File: src/shared/swcp_pkg.sv
// Shared constants for the single-wire configuration programming block.
// Assumes a 100 MHz reference clock and a device basic clock derived from it.
package swcp_pkg;

	// Reference clock period, in units of 100 ps
	localparam int REF_CLK_PERIOD_100PS = 100;
	// Device basic clock period, 2.0662 us, in units of 100 ps
	localparam int T_CLK_PERIOD_100PS = 20662;
	// Reference cycles per basic clock tick, rounded down
	localparam int TICK_DIV = T_CLK_PERIOD_100PS / REF_CLK_PERIOD_100PS;

	// Width of every tick counter
	localparam int TICK_W = 14;
	// Bits in one configuration word
	localparam int WORD_BITS = 15;
	// Width of the bit counter
	localparam int BIT_W = 4;

	// Short start pulse must stay below 5632 basic clock periods
	localparam logic [TICK_W-1:0] SHORT_START_MAX_TICKS = 14'h1600;
	// Long start pulse must exceed 7936 basic clock periods
	localparam logic [TICK_W-1:0] LONG_START_MIN_TICKS = 14'h1F00;
	// Saturation value of the low-time counter
	localparam logic [TICK_W-1:0] LOW_CNT_MAX = 14'h3FFF;
	// Last bit index of a word
	localparam logic [BIT_W-1:0] LAST_BIT = 4'hE;

	// First received bit (bit 1) lands at the top of the word
	localparam int OFF_BIT_IDX = 14;
	// Bit 2 selects the target register
	localparam int SEL_BIT_IDX = 13;

	// Transfer sequencer states
	typedef enum logic [1:0]
	{
		ST_IDLE,
		ST_DELAY,
		ST_FRAME,
		ST_EQUAL
	} state_type;

endpackage

File: src/logic/basic_clock_divider.sv
// Divider that turns the reference clock into the basic clock tick.
// Assumes one reference clock and a synchronous active-high reset.
`timescale 1ns/1ps
module basic_clock_divider #(
	parameter int DIV = 206
) (
	input  wire logic i_clk,
	input  wire logic i_rst,
	output logic      o_tick
);

	// Counter wide enough for any sane divide ratio
	localparam int CW = $clog2(DIV + 1);
	localparam logic [CW-1:0] LAST = CW'(DIV - 1);

	logic [CW-1:0] cnt_q;   // Position inside one tick period

	// Refuse ratios that produce no tick
	if (DIV < 2)
	begin : g_chk_div
		$error("Divide ratio must be at least two");
	end

	// Free-running count, one tick pulse per wrap
	always_ff @(posedge i_clk)
	begin
		if (i_rst)
		begin
			cnt_q  <= '0;
			o_tick <= 1'b0;
		end
		else if (cnt_q == LAST)
		begin
			cnt_q  <= '0;
			o_tick <= 1'b1;
		end
		else
		begin
			cnt_q  <= cnt_q + CW'(1);
			o_tick <= 1'b0;
		end
	end

endmodule

File: src/logic/single_wire_config_programming.sv
// Receiver-side logic of the single open-drain configuration data line.
// Assumes an external pull-up on the line and a supply monitor on I_POR.
//
// How it works
// Supply reset loads default configuration values
// Internal reset held minimum period after supply
// Reset marker square wave, 50% duty, persists
// Marker slower than any valid data signal
// Host starts with low pulse, then releases
// Fifteen sync pulses after programming delay
// Window after each sync, fixed frame time
// Host low pulse stores zero, else one
// Fifteen bits captured form the word
// Acknowledge pulse only when word matches stored
// Host writes twice to confirm transfer
// Programming accepted in sleep or active
// Receive path disabled while programming
// Bit one set also means off command
// Short start ignored while marker present
// Long start always programs, restores, cancels marker
// Host uses long start after seeing marker
// Line only driven low, else released
`timescale 1ns/1ps
module single_wire_config_programming
	import swcp_pkg::*;
#(
	parameter logic [TICK_W-1:0]    T_RST_TICKS   = 14'h0064,
	parameter logic [TICK_W-1:0]    MARKER_HALF   = 14'h0040,
	parameter logic [TICK_W-1:0]    DATA_HALF_MAX = 14'h0030,
	parameter logic [TICK_W-1:0]    T_START_MIN   = 14'h00A0,
	parameter logic [TICK_W-1:0]    T2_TICKS      = 14'h0032,
	parameter logic [TICK_W-1:0]    T3_TICKS      = 14'h0014,
	parameter logic [TICK_W-1:0]    T4_TICKS      = 14'h000A,
	parameter logic [TICK_W-1:0]    T5_TICKS      = 14'h003C,
	parameter logic [TICK_W-1:0]    T6_TICKS      = 14'h0064,
	parameter logic [TICK_W-1:0]    T_ZERO_TICKS  = 14'h0014,
	parameter logic [TICK_W-1:0]    T_MATCH_TICKS = 14'h0014,
	parameter logic [TICK_W-1:0]    T9_TICKS      = 14'h003C,
	parameter logic [WORD_BITS-1:0] OPER_CFG_DFLT = 15'h0000,
	parameter logic [WORD_BITS-1:0] LIMIT_DFLT    = 15'h0000,
	parameter int                   TICK_DIVIDE   = TICK_DIV
) (
	input  wire logic                 I_REF_CLK,
	input  wire logic                 I_RST,
	input  wire logic                 I_POR,
	input  wire logic                 I_DATA_IN,
	output logic                      O_DATA_OUT,
	output logic                      O_DATA_OE_N,
	output logic                      O_RESET_MARKER,
	output logic                      O_RX_DISABLE,
	output logic                      O_POLLING_CMD,
	output logic                      O_CONFIG_VALID,
	output logic [WORD_BITS-1:0]      O_CONFIG_WORD,
	output logic [WORD_BITS-1:0]      O_OPERATING_CONFIG,
	output logic [WORD_BITS-1:0]      O_LIMIT
);

	// Window start and end inside a frame
	localparam logic [TICK_W-1:0] WIN_START = T3_TICKS + T4_TICKS;
	localparam logic [TICK_W-1:0] WIN_END   = T3_TICKS + T4_TICKS + T5_TICKS;

	// Timing sets the logic cannot serve
	if (WIN_END > T6_TICKS || T_ZERO_TICKS > T5_TICKS || T_MATCH_TICKS > T9_TICKS)
	begin : g_chk_frame
		$error("Frame timing does not fit");
	end
	// Marker must be slower than data and shorter than a start pulse
	if (MARKER_HALF <= DATA_HALF_MAX || T_START_MIN <= MARKER_HALF)
	begin : g_chk_marker
		$error("Marker timing overlaps data or start pulse");
	end

	logic                 data_meta_q;   // Line synchroniser, first stage
	logic                 data_sync_q;   // Line synchroniser, second stage
	logic                 por_meta_q;    // Supply reset synchroniser, first stage
	logic                 por_sync_q;    // Supply reset synchroniser, second stage
	logic                 tick;          // Basic clock enable
	logic                 int_rst_q;     // Internal reset, held after supply recovers
	logic [TICK_W-1:0]    hold_cnt_q;    // Reset hold counter
	logic                 low_prev_q;    // Line was low one cycle ago
	logic [TICK_W-1:0]    low_cnt_q;     // Length of current low phase
	logic                 release_ev;    // Line just went high
	logic                 start_long;    // Accepted long start pulse
	logic                 start_short;   // Accepted short start pulse
	logic                 go;            // A transfer begins
	logic                 marker_on_q;   // Reset marker pending
	logic                 marker_ph_q;   // Marker low half when set
	logic [TICK_W-1:0]    marker_cnt_q;  // Marker half-period counter
	state_type            state_q;       // Transfer sequencer
	logic [TICK_W-1:0]    cnt_q;         // Position inside delay, frame or window
	logic [BIT_W-1:0]     bit_cnt_q;     // Bit being programmed
	logic [TICK_W-1:0]    win_low_q;     // Low ticks seen in current window
	logic [WORD_BITS-1:0] shift_q;       // Word being received
	logic                 eq_match_q;    // New word equals stored one
	logic                 drive_low_d;   // Line pull-down request
	logic                 drive_low_q;   // Registered pull-down
	logic                 in_window;     // Inside the programming window
	logic                 bit_zero;      // Host sent a zero in this frame
	logic                 frame_end;     // Last tick of a bit frame
	logic                 eq_end;        // Last tick of equivalence window
	logic [WORD_BITS-1:0] new_word;      // Complete word including last bit
	logic                 sel_limit;     // Word targets the limit register

	// Basic clock tick from the reference clock
	basic_clock_divider #(
		.DIV    (TICK_DIVIDE)
	) u_tick (
		.i_clk  (I_REF_CLK),
		.i_rst  (I_RST),
		.o_tick (tick)
	);

	// Two-stage synchronisers for the pin and the supply monitor
	always_ff @(posedge I_REF_CLK)
	begin
		if (I_RST)
		begin
			data_meta_q <= 1'b1;
			data_sync_q <= 1'b1;
			por_meta_q  <= 1'b1;
			por_sync_q  <= 1'b1;
		end
		else
		begin
			data_meta_q <= I_DATA_IN;
			data_sync_q <= data_meta_q;
			por_meta_q  <= I_POR;
			por_sync_q  <= por_meta_q;
		end
	end

	// Internal reset stays on for the hold period after supply recovers
	always_ff @(posedge I_REF_CLK)
	begin
		if (I_RST || por_sync_q)
		begin
			int_rst_q  <= 1'b1;
			hold_cnt_q <= '0;
		end
		else if (int_rst_q && tick)
		begin
			if (hold_cnt_q == T_RST_TICKS - 14'h0001)
				int_rst_q <= 1'b0;
			else
				hold_cnt_q <= hold_cnt_q + 14'h0001;
		end
	end

	// Low-time measurement of the line, only while idle
	always_ff @(posedge I_REF_CLK)
	begin
		if (I_RST)
		begin
			low_prev_q <= 1'b0;
			low_cnt_q  <= '0;
		end
		else
		begin
			low_prev_q <= ~data_sync_q;
			// Restart on every high level
			if (data_sync_q || state_q != ST_IDLE)
				low_cnt_q <= '0;
			else if (tick && low_cnt_q != LOW_CNT_MAX)
				low_cnt_q <= low_cnt_q + 14'h0001;
		end
	end

	// Release ends the host start pulse; the device takes over timing
	assign release_ev  = low_prev_q && data_sync_q && state_q == ST_IDLE;
	assign start_long  = release_ev && low_cnt_q > LONG_START_MIN_TICKS;
	// Between the two bands the pulse is simply ignored
	assign start_short = release_ev && low_cnt_q > T_START_MIN
		&& low_cnt_q < SHORT_START_MAX_TICKS && !marker_on_q;
	// Sleep or active makes no difference here
	assign go = (start_long || start_short) && !int_rst_q;

	// Reset marker: armed by any reset, cancelled only by a long start
	always_ff @(posedge I_REF_CLK)
	begin
		if (I_RST || int_rst_q)
		begin
			marker_on_q  <= 1'b1;
			marker_ph_q  <= 1'b0;
			marker_cnt_q <= '0;
		end
		else if (go && start_long)
			marker_on_q <= 1'b0;
		else if (marker_on_q && tick)
		begin
			// Equal halves give the 50% duty cycle
			if (marker_cnt_q == MARKER_HALF - 14'h0001)
			begin
				marker_cnt_q <= '0;
				marker_ph_q  <= ~marker_ph_q;
			end
			else
				marker_cnt_q <= marker_cnt_q + 14'h0001;
		end
	end

	// Frame decode helpers
	assign in_window = cnt_q >= WIN_START && cnt_q < WIN_END;
	assign bit_zero  = win_low_q >= T_ZERO_TICKS;
	assign frame_end = tick && cnt_q == T6_TICKS - 14'h0001;
	assign eq_end    = tick && cnt_q == T9_TICKS - 14'h0001;
	assign new_word  = {shift_q[WORD_BITS-2:0], ~bit_zero};
	assign sel_limit = shift_q[SEL_BIT_IDX];

	// Transfer sequencer: delay, fifteen frames, equivalence window
	always_ff @(posedge I_REF_CLK)
	begin
		if (I_RST || int_rst_q)
		begin
			state_q   <= ST_IDLE;
			cnt_q     <= '0;
			bit_cnt_q <= '0;
		end
		else
		begin
			case (state_q)
				ST_IDLE:
				begin
					cnt_q     <= '0;
					bit_cnt_q <= '0;
					if (go)
						state_q <= ST_DELAY;
				end
				ST_DELAY:
				begin
					// Programming delay before the first sync pulse
					if (tick && cnt_q == T2_TICKS - 14'h0001)
					begin
						cnt_q   <= '0;
						state_q <= ST_FRAME;
					end
					else if (tick)
						cnt_q <= cnt_q + 14'h0001;
				end
				ST_FRAME:
				begin
					if (frame_end)
					begin
						cnt_q <= '0;
						if (bit_cnt_q == LAST_BIT)
							state_q <= ST_EQUAL;
						else
							bit_cnt_q <= bit_cnt_q + 4'h1;
					end
					else if (tick)
						cnt_q <= cnt_q + 14'h0001;
				end
				ST_EQUAL:
				begin
					if (eq_end)
						state_q <= ST_IDLE;
					else if (tick)
						cnt_q <= cnt_q + 14'h0001;
				end
				default:
					state_q <= ST_IDLE;
			endcase
		end
	end

	// Window sampling and word assembly, first bit ends at the top
	always_ff @(posedge I_REF_CLK)
	begin
		if (I_RST || int_rst_q)
		begin
			win_low_q  <= '0;
			shift_q    <= '0;
			eq_match_q <= 1'b0;
		end
		else if (state_q == ST_FRAME)
		begin
			if (frame_end)
			begin
				win_low_q <= '0;
				shift_q   <= new_word;
				// Compare against the register the word targets
				if (bit_cnt_q == LAST_BIT)
					eq_match_q <= new_word == (new_word[SEL_BIT_IDX] ? O_LIMIT
						: O_OPERATING_CONFIG);
			end
			else if (tick && in_window && !data_sync_q)
				win_low_q <= win_low_q + 14'h0001;
		end
		else if (state_q == ST_IDLE)
			win_low_q <= '0;
	end

	// Configuration registers, written after the equivalence window
	always_ff @(posedge I_REF_CLK)
	begin
		if (I_RST || int_rst_q)
		begin
			O_OPERATING_CONFIG <= OPER_CFG_DFLT;
			O_LIMIT            <= LIMIT_DFLT;
		end
		else if (go && start_long)
		begin
			O_OPERATING_CONFIG <= OPER_CFG_DFLT;
			O_LIMIT            <= LIMIT_DFLT;
		end
		else if (state_q == ST_EQUAL && eq_end)
		begin
			if (sel_limit)
				O_LIMIT <= shift_q;
			else
				O_OPERATING_CONFIG <= shift_q;
		end
	end

	// Word report and off command, one cycle each
	always_ff @(posedge I_REF_CLK)
	begin
		if (I_RST || int_rst_q)
		begin
			O_CONFIG_VALID <= 1'b0;
			O_POLLING_CMD  <= 1'b0;
			O_CONFIG_WORD  <= '0;
		end
		else
		begin
			O_CONFIG_VALID <= state_q == ST_EQUAL && eq_end;
			O_POLLING_CMD  <= state_q == ST_EQUAL && eq_end && shift_q[OFF_BIT_IDX];
			if (state_q == ST_EQUAL && eq_end)
				O_CONFIG_WORD <= shift_q;
		end
	end

	// Pull-down request: marker low half, sync pulse, acknowledge
	always_comb
	begin
		drive_low_d = 1'b0;
		case (state_q)
			ST_IDLE:  drive_low_d = marker_on_q && marker_ph_q;
			ST_FRAME: drive_low_d = cnt_q < T3_TICKS;
			ST_EQUAL: drive_low_d = eq_match_q && cnt_q < T_MATCH_TICKS;
			default:  drive_low_d = 1'b0;
		endcase
	end

	// Registered open-drain drive; the pad only ever pulls low
	always_ff @(posedge I_REF_CLK)
	begin
		if (I_RST)
			drive_low_q <= 1'b0;
		else
			drive_low_q <= drive_low_d;
	end

	assign O_DATA_OUT     = 1'b0;
	assign O_DATA_OE_N    = ~drive_low_q;
	assign O_RESET_MARKER = marker_on_q;
	// Receive path off for the whole sequence
	assign O_RX_DISABLE   = state_q != ST_IDLE;
endmodule

File: config.mk
export PLATFORM = sky130hd
export DESIGN_NAME = single_wire_config_programming
export DESIGN_NICKNAME = d
export VERILOG_FILES = /design/src/shared/swcp_pkg.sv /design/src/logic/basic_clock_divider.sv /design/src/logic/single_wire_config_programming.sv
export SDC_FILE = /design/constraint.sdc
export NUM_CORES = 1
export LEC_CHECK = 0
export ABC_AREA = 1
export BUFFER_PORTS_ARGS = -buffer_cell sky130_fd_sc_hd__clkbuf_2
export CORE_MARGIN = 2
export CORE_UTILIZATION = 40
export DETAILED_ROUTE_END_ITERATION = 7
export GPL_ROUTABILITY_DRIVEN = 0
export HOLD_SLACK_MARGIN = 0.02
export PLACE_DENSITY = 0.65
export SYNTH_ARGS = -nofsm -noshare
export SYNTH_HDL_FRONTEND = slang
export SYNTH_HIERARCHICAL = 1
export SYNTH_SLANG_ARGS = --single-unit
File: constraint.sdc
create_clock -name I_REF_CLK -period 5.2 [get_ports I_REF_CLK]
set_clock_uncertainty 0.1 [all_clocks]
set_input_delay 1.04 -clock I_REF_CLK [delete_from_list [all_inputs] [get_ports I_REF_CLK]]
set_output_delay 1.04 -clock I_REF_CLK [all_outputs]
set_load 0.1 [all_outputs]
==> results.ini <==
[setup_path]
crit_required_ns = 5.46
crit_fanout = 45
timing.rr.start = u_tick/o_tick
rrSetupSlack_ns = 2.31
start_kind = primary input
reg2reg_depth = 7
worstPathArrival_ns = 3.33
endpoint_kind = flop
r2r_end = O_LIMIT[8]
critical_path_class = in2reg

[pwr]
p_leak_nw = 3.39
p_per_area_mw_per_mm2 = 279
irDropWorstVdd_v = 0.000219

[yosys]
synth_most_common_cell = nand2_1
ys_ff_latch = 156
synth_cell_types = 46
synth_xor_area_share_pct = 4.30
synth_warnings = 6
synth_compound_area_share_pct = 12.9
syn_area_sq_mm = 0.00794
yosys.area_share.simple_pct = 32.5
synth_area_per_cell_sq_um = 6.86
synth-main-ff-cell = dfxtp_1
ys_seq_area_share_pct = 39.3
synth-async-reset-ratio_pct = 0
synth.area.top_cells = dfxtp_1 (39%), nand2_1 (14%), a21oi_1 (6.9%)
synthCells = 1157
ys_top_cells_by_count = nand2_1 (300), dfxtp_1 (156), nor2_1 (136)
synthAdderAreaFrac_pct = 2.68
synth_mux_area_share_pct = 0
yosys.area.top_type = dfxtp_1
synth_top_family_by_area = simple AND/OR/NAND/NOR gates
synth_top_area_share_pct = 39.3
synth_edf_count = 0

[grt]
grt_pass1_wl_um = 30900
gr-total-overflow = 0
grtUsageTotal_pct = 18.2
antenna_found_initial = 0
grt_pass1_vias = 6424
grt_max_degree = 46

[place]
dp.cells = 1442
dpl_worst_slack_ns = 1.64
place.port_buffers = 52
dp_hpwl_um = 13000

[route]
post-route-drc-count = 0
met3_length_um = 689
vias_per_cell = 4.88
drt-met1-wl_um = 9080
dr_wl_met2_um = 8000
drt_iter0_drc = 534
vias = 7191
wl_um = 18200
top_layer = met4
first_pass_iters = 7
ant_nets = 0
wl_per_cell_um = 12.3

[clock_network]
clock-sinks = 156
cts_hold_buf = 0
cts.htree.levels = 4
clk_pin_slew_ns = 0.07
numCtsBuffers = 17
ctsRootBufferMaster = clkbuf_16
clock_path_buffers = 2
cts_resized = 0
cts_setup_buffers = 0
cts_tree = done
clk_latency_ns = 0.43

[floorplanning]
dieArea_sq_mm = 0.0210
io_pins = 55
die_height_um = 145
initial_core_util_pct = 40.8
fp-row-count = 51
core_area_sq_mm = 0.0195
die_w_um = 145

[sta]
fmax_ghz = 0.326
final_hold_viol_count = 0
worstMarginPinSlew_ns = 0.898
tns_ns = 0
relSlewSlack_pct = 39.7
setup_violations = 0
post-route-period-util_pct = 58.9
period_minus_slack_ns = 3.06
worst_slack_ns = 2.14
slew_viol_final = 0
rsz0062_at_grt = false

[job]
drv_cap = 0

[layout]
antennaDiodeCount = 0
syn_to_final_growth_pct = 12.5
finalNonFillerCells = 1474
nets = 1217
fillCellCount = 1977
drive_gt1_share_pct = 10.7
post-route-util_pct = 45.9

[outcome]
outcome = complete, no violations

[min_path]
min_path_type = reg2reg
whs_path_depth = 1
holdPathEnd = por_sync_q
worstHoldStart = por_meta_q

[area by class of cell]
cell class	instances	area (sq um)	share of cell area, %
multi-input cells	852	4170	46.7
flip-flops and latches	156	3120	35.0
clock buffers	18	439	4.92
inverters	116	435	4.87
well taps	265	332	3.71
repair buffers	53	268	3.00
clock inverters	14	164	1.83
[flip-flops by register name, indices dropped and copies added (netlist names), 2 cells and up]
signal              flops
shift_q                15
state_q                 2
cnt_q                  14
u_tick/cnt_q            8
O_CONFIG_WORD          15
win_low_q              14
low_cnt_q              14
O_OPERATING_CONFIG     14
O_LIMIT                15
hold_cnt_q             14
marker_cnt_q           14
bit_cnt_q               4
[cells by family (layout without fill, tap and decap cells)]
kind of cell / count (synthesis) / after routing
buffers and inverters: 150 / 201
other: 1 / 2
xor gates and xnor gates: 39 / 39
DFF: 156 / 156
AOI/OAI and AO/OA: 197 / 197
adders and majority gates: 17 / 17
and+or+nand+nor: 597 / 597
[metal layers]
metal / track usage (%) / vias to the layer above
li1: - / 3806
met1: 25.9 / 3232
met2: 27.3 / 127
met3: 3.09 / 26
met4: 7.61 / 0
met5: 0 / -
[worst max-delay path, cell delays in order]
cell and delay, ns:
clkbuf_2 0.17, nor2_4 0.10, buf_4 0.40, clkinv_1 0.78, a21oi_1 0.62, nand2_1 0.10, nor2_1 0.10
[cells in the final DEF, fill, tap and decap left out, types with 3 or more instances in the layout]
cell / instances
nand2_1: 300
dfxtp_1: 156
nor2_1: 136
a21oi_1: 110
inv_1: 107
nand3_1: 87
o21ai_0: 69
clkbuf_2: 52
xor2_1: 31
nor3_1: 24
ha_1: 17
clkbuf_16: 17
nand4_1: 11
nor2_2: 8
xnor2_1: 8
or2_2: 7
inv_2: 6
nand2_2: 6
inv_8: 5
inv_6: 5
nand2_4: 4
o21ai_1: 4
clkinv_1: 3
nand3_2: 3
a21oi_2: 3
[worst max path at each step]
stage | startpoint | end | slack [ns]
after floorplan | state_q[0] | O_RX_DISABLE | 2.73
after global placement | I_RST | win_low_q[8] | 1.70
after detailed placement | I_RST | win_low_q[8] | 1.64
after CTS | I_RST | win_low_q[8] | 2.09
after global routing | I_RST | win_low_q[12] | 1.81
final | I_RST | win_low_q[12] | 2.14
[power by group]
part           switching, mW  internal (mW)  leakage, nW  total (mW)
clock                  0.566          0.701        0.299        1.27
combinational         0.0150        0.00571         1.83      0.0207
sequential           0.00269           1.20         1.26        1.20
[metrics by stage]
stage	area (sq um)	power (mW)	hold slack [ns]
after floorplan	7940	1.25	0.289
after global placement	8330	1.25	0.291
after detailed placement	8330	1.25	0.296
after CTS	8930	2.52	0.314
after global routing	8930	2.57	0.323
final	8930	2.49	0.310
Power figures use the tool's default switching activity.
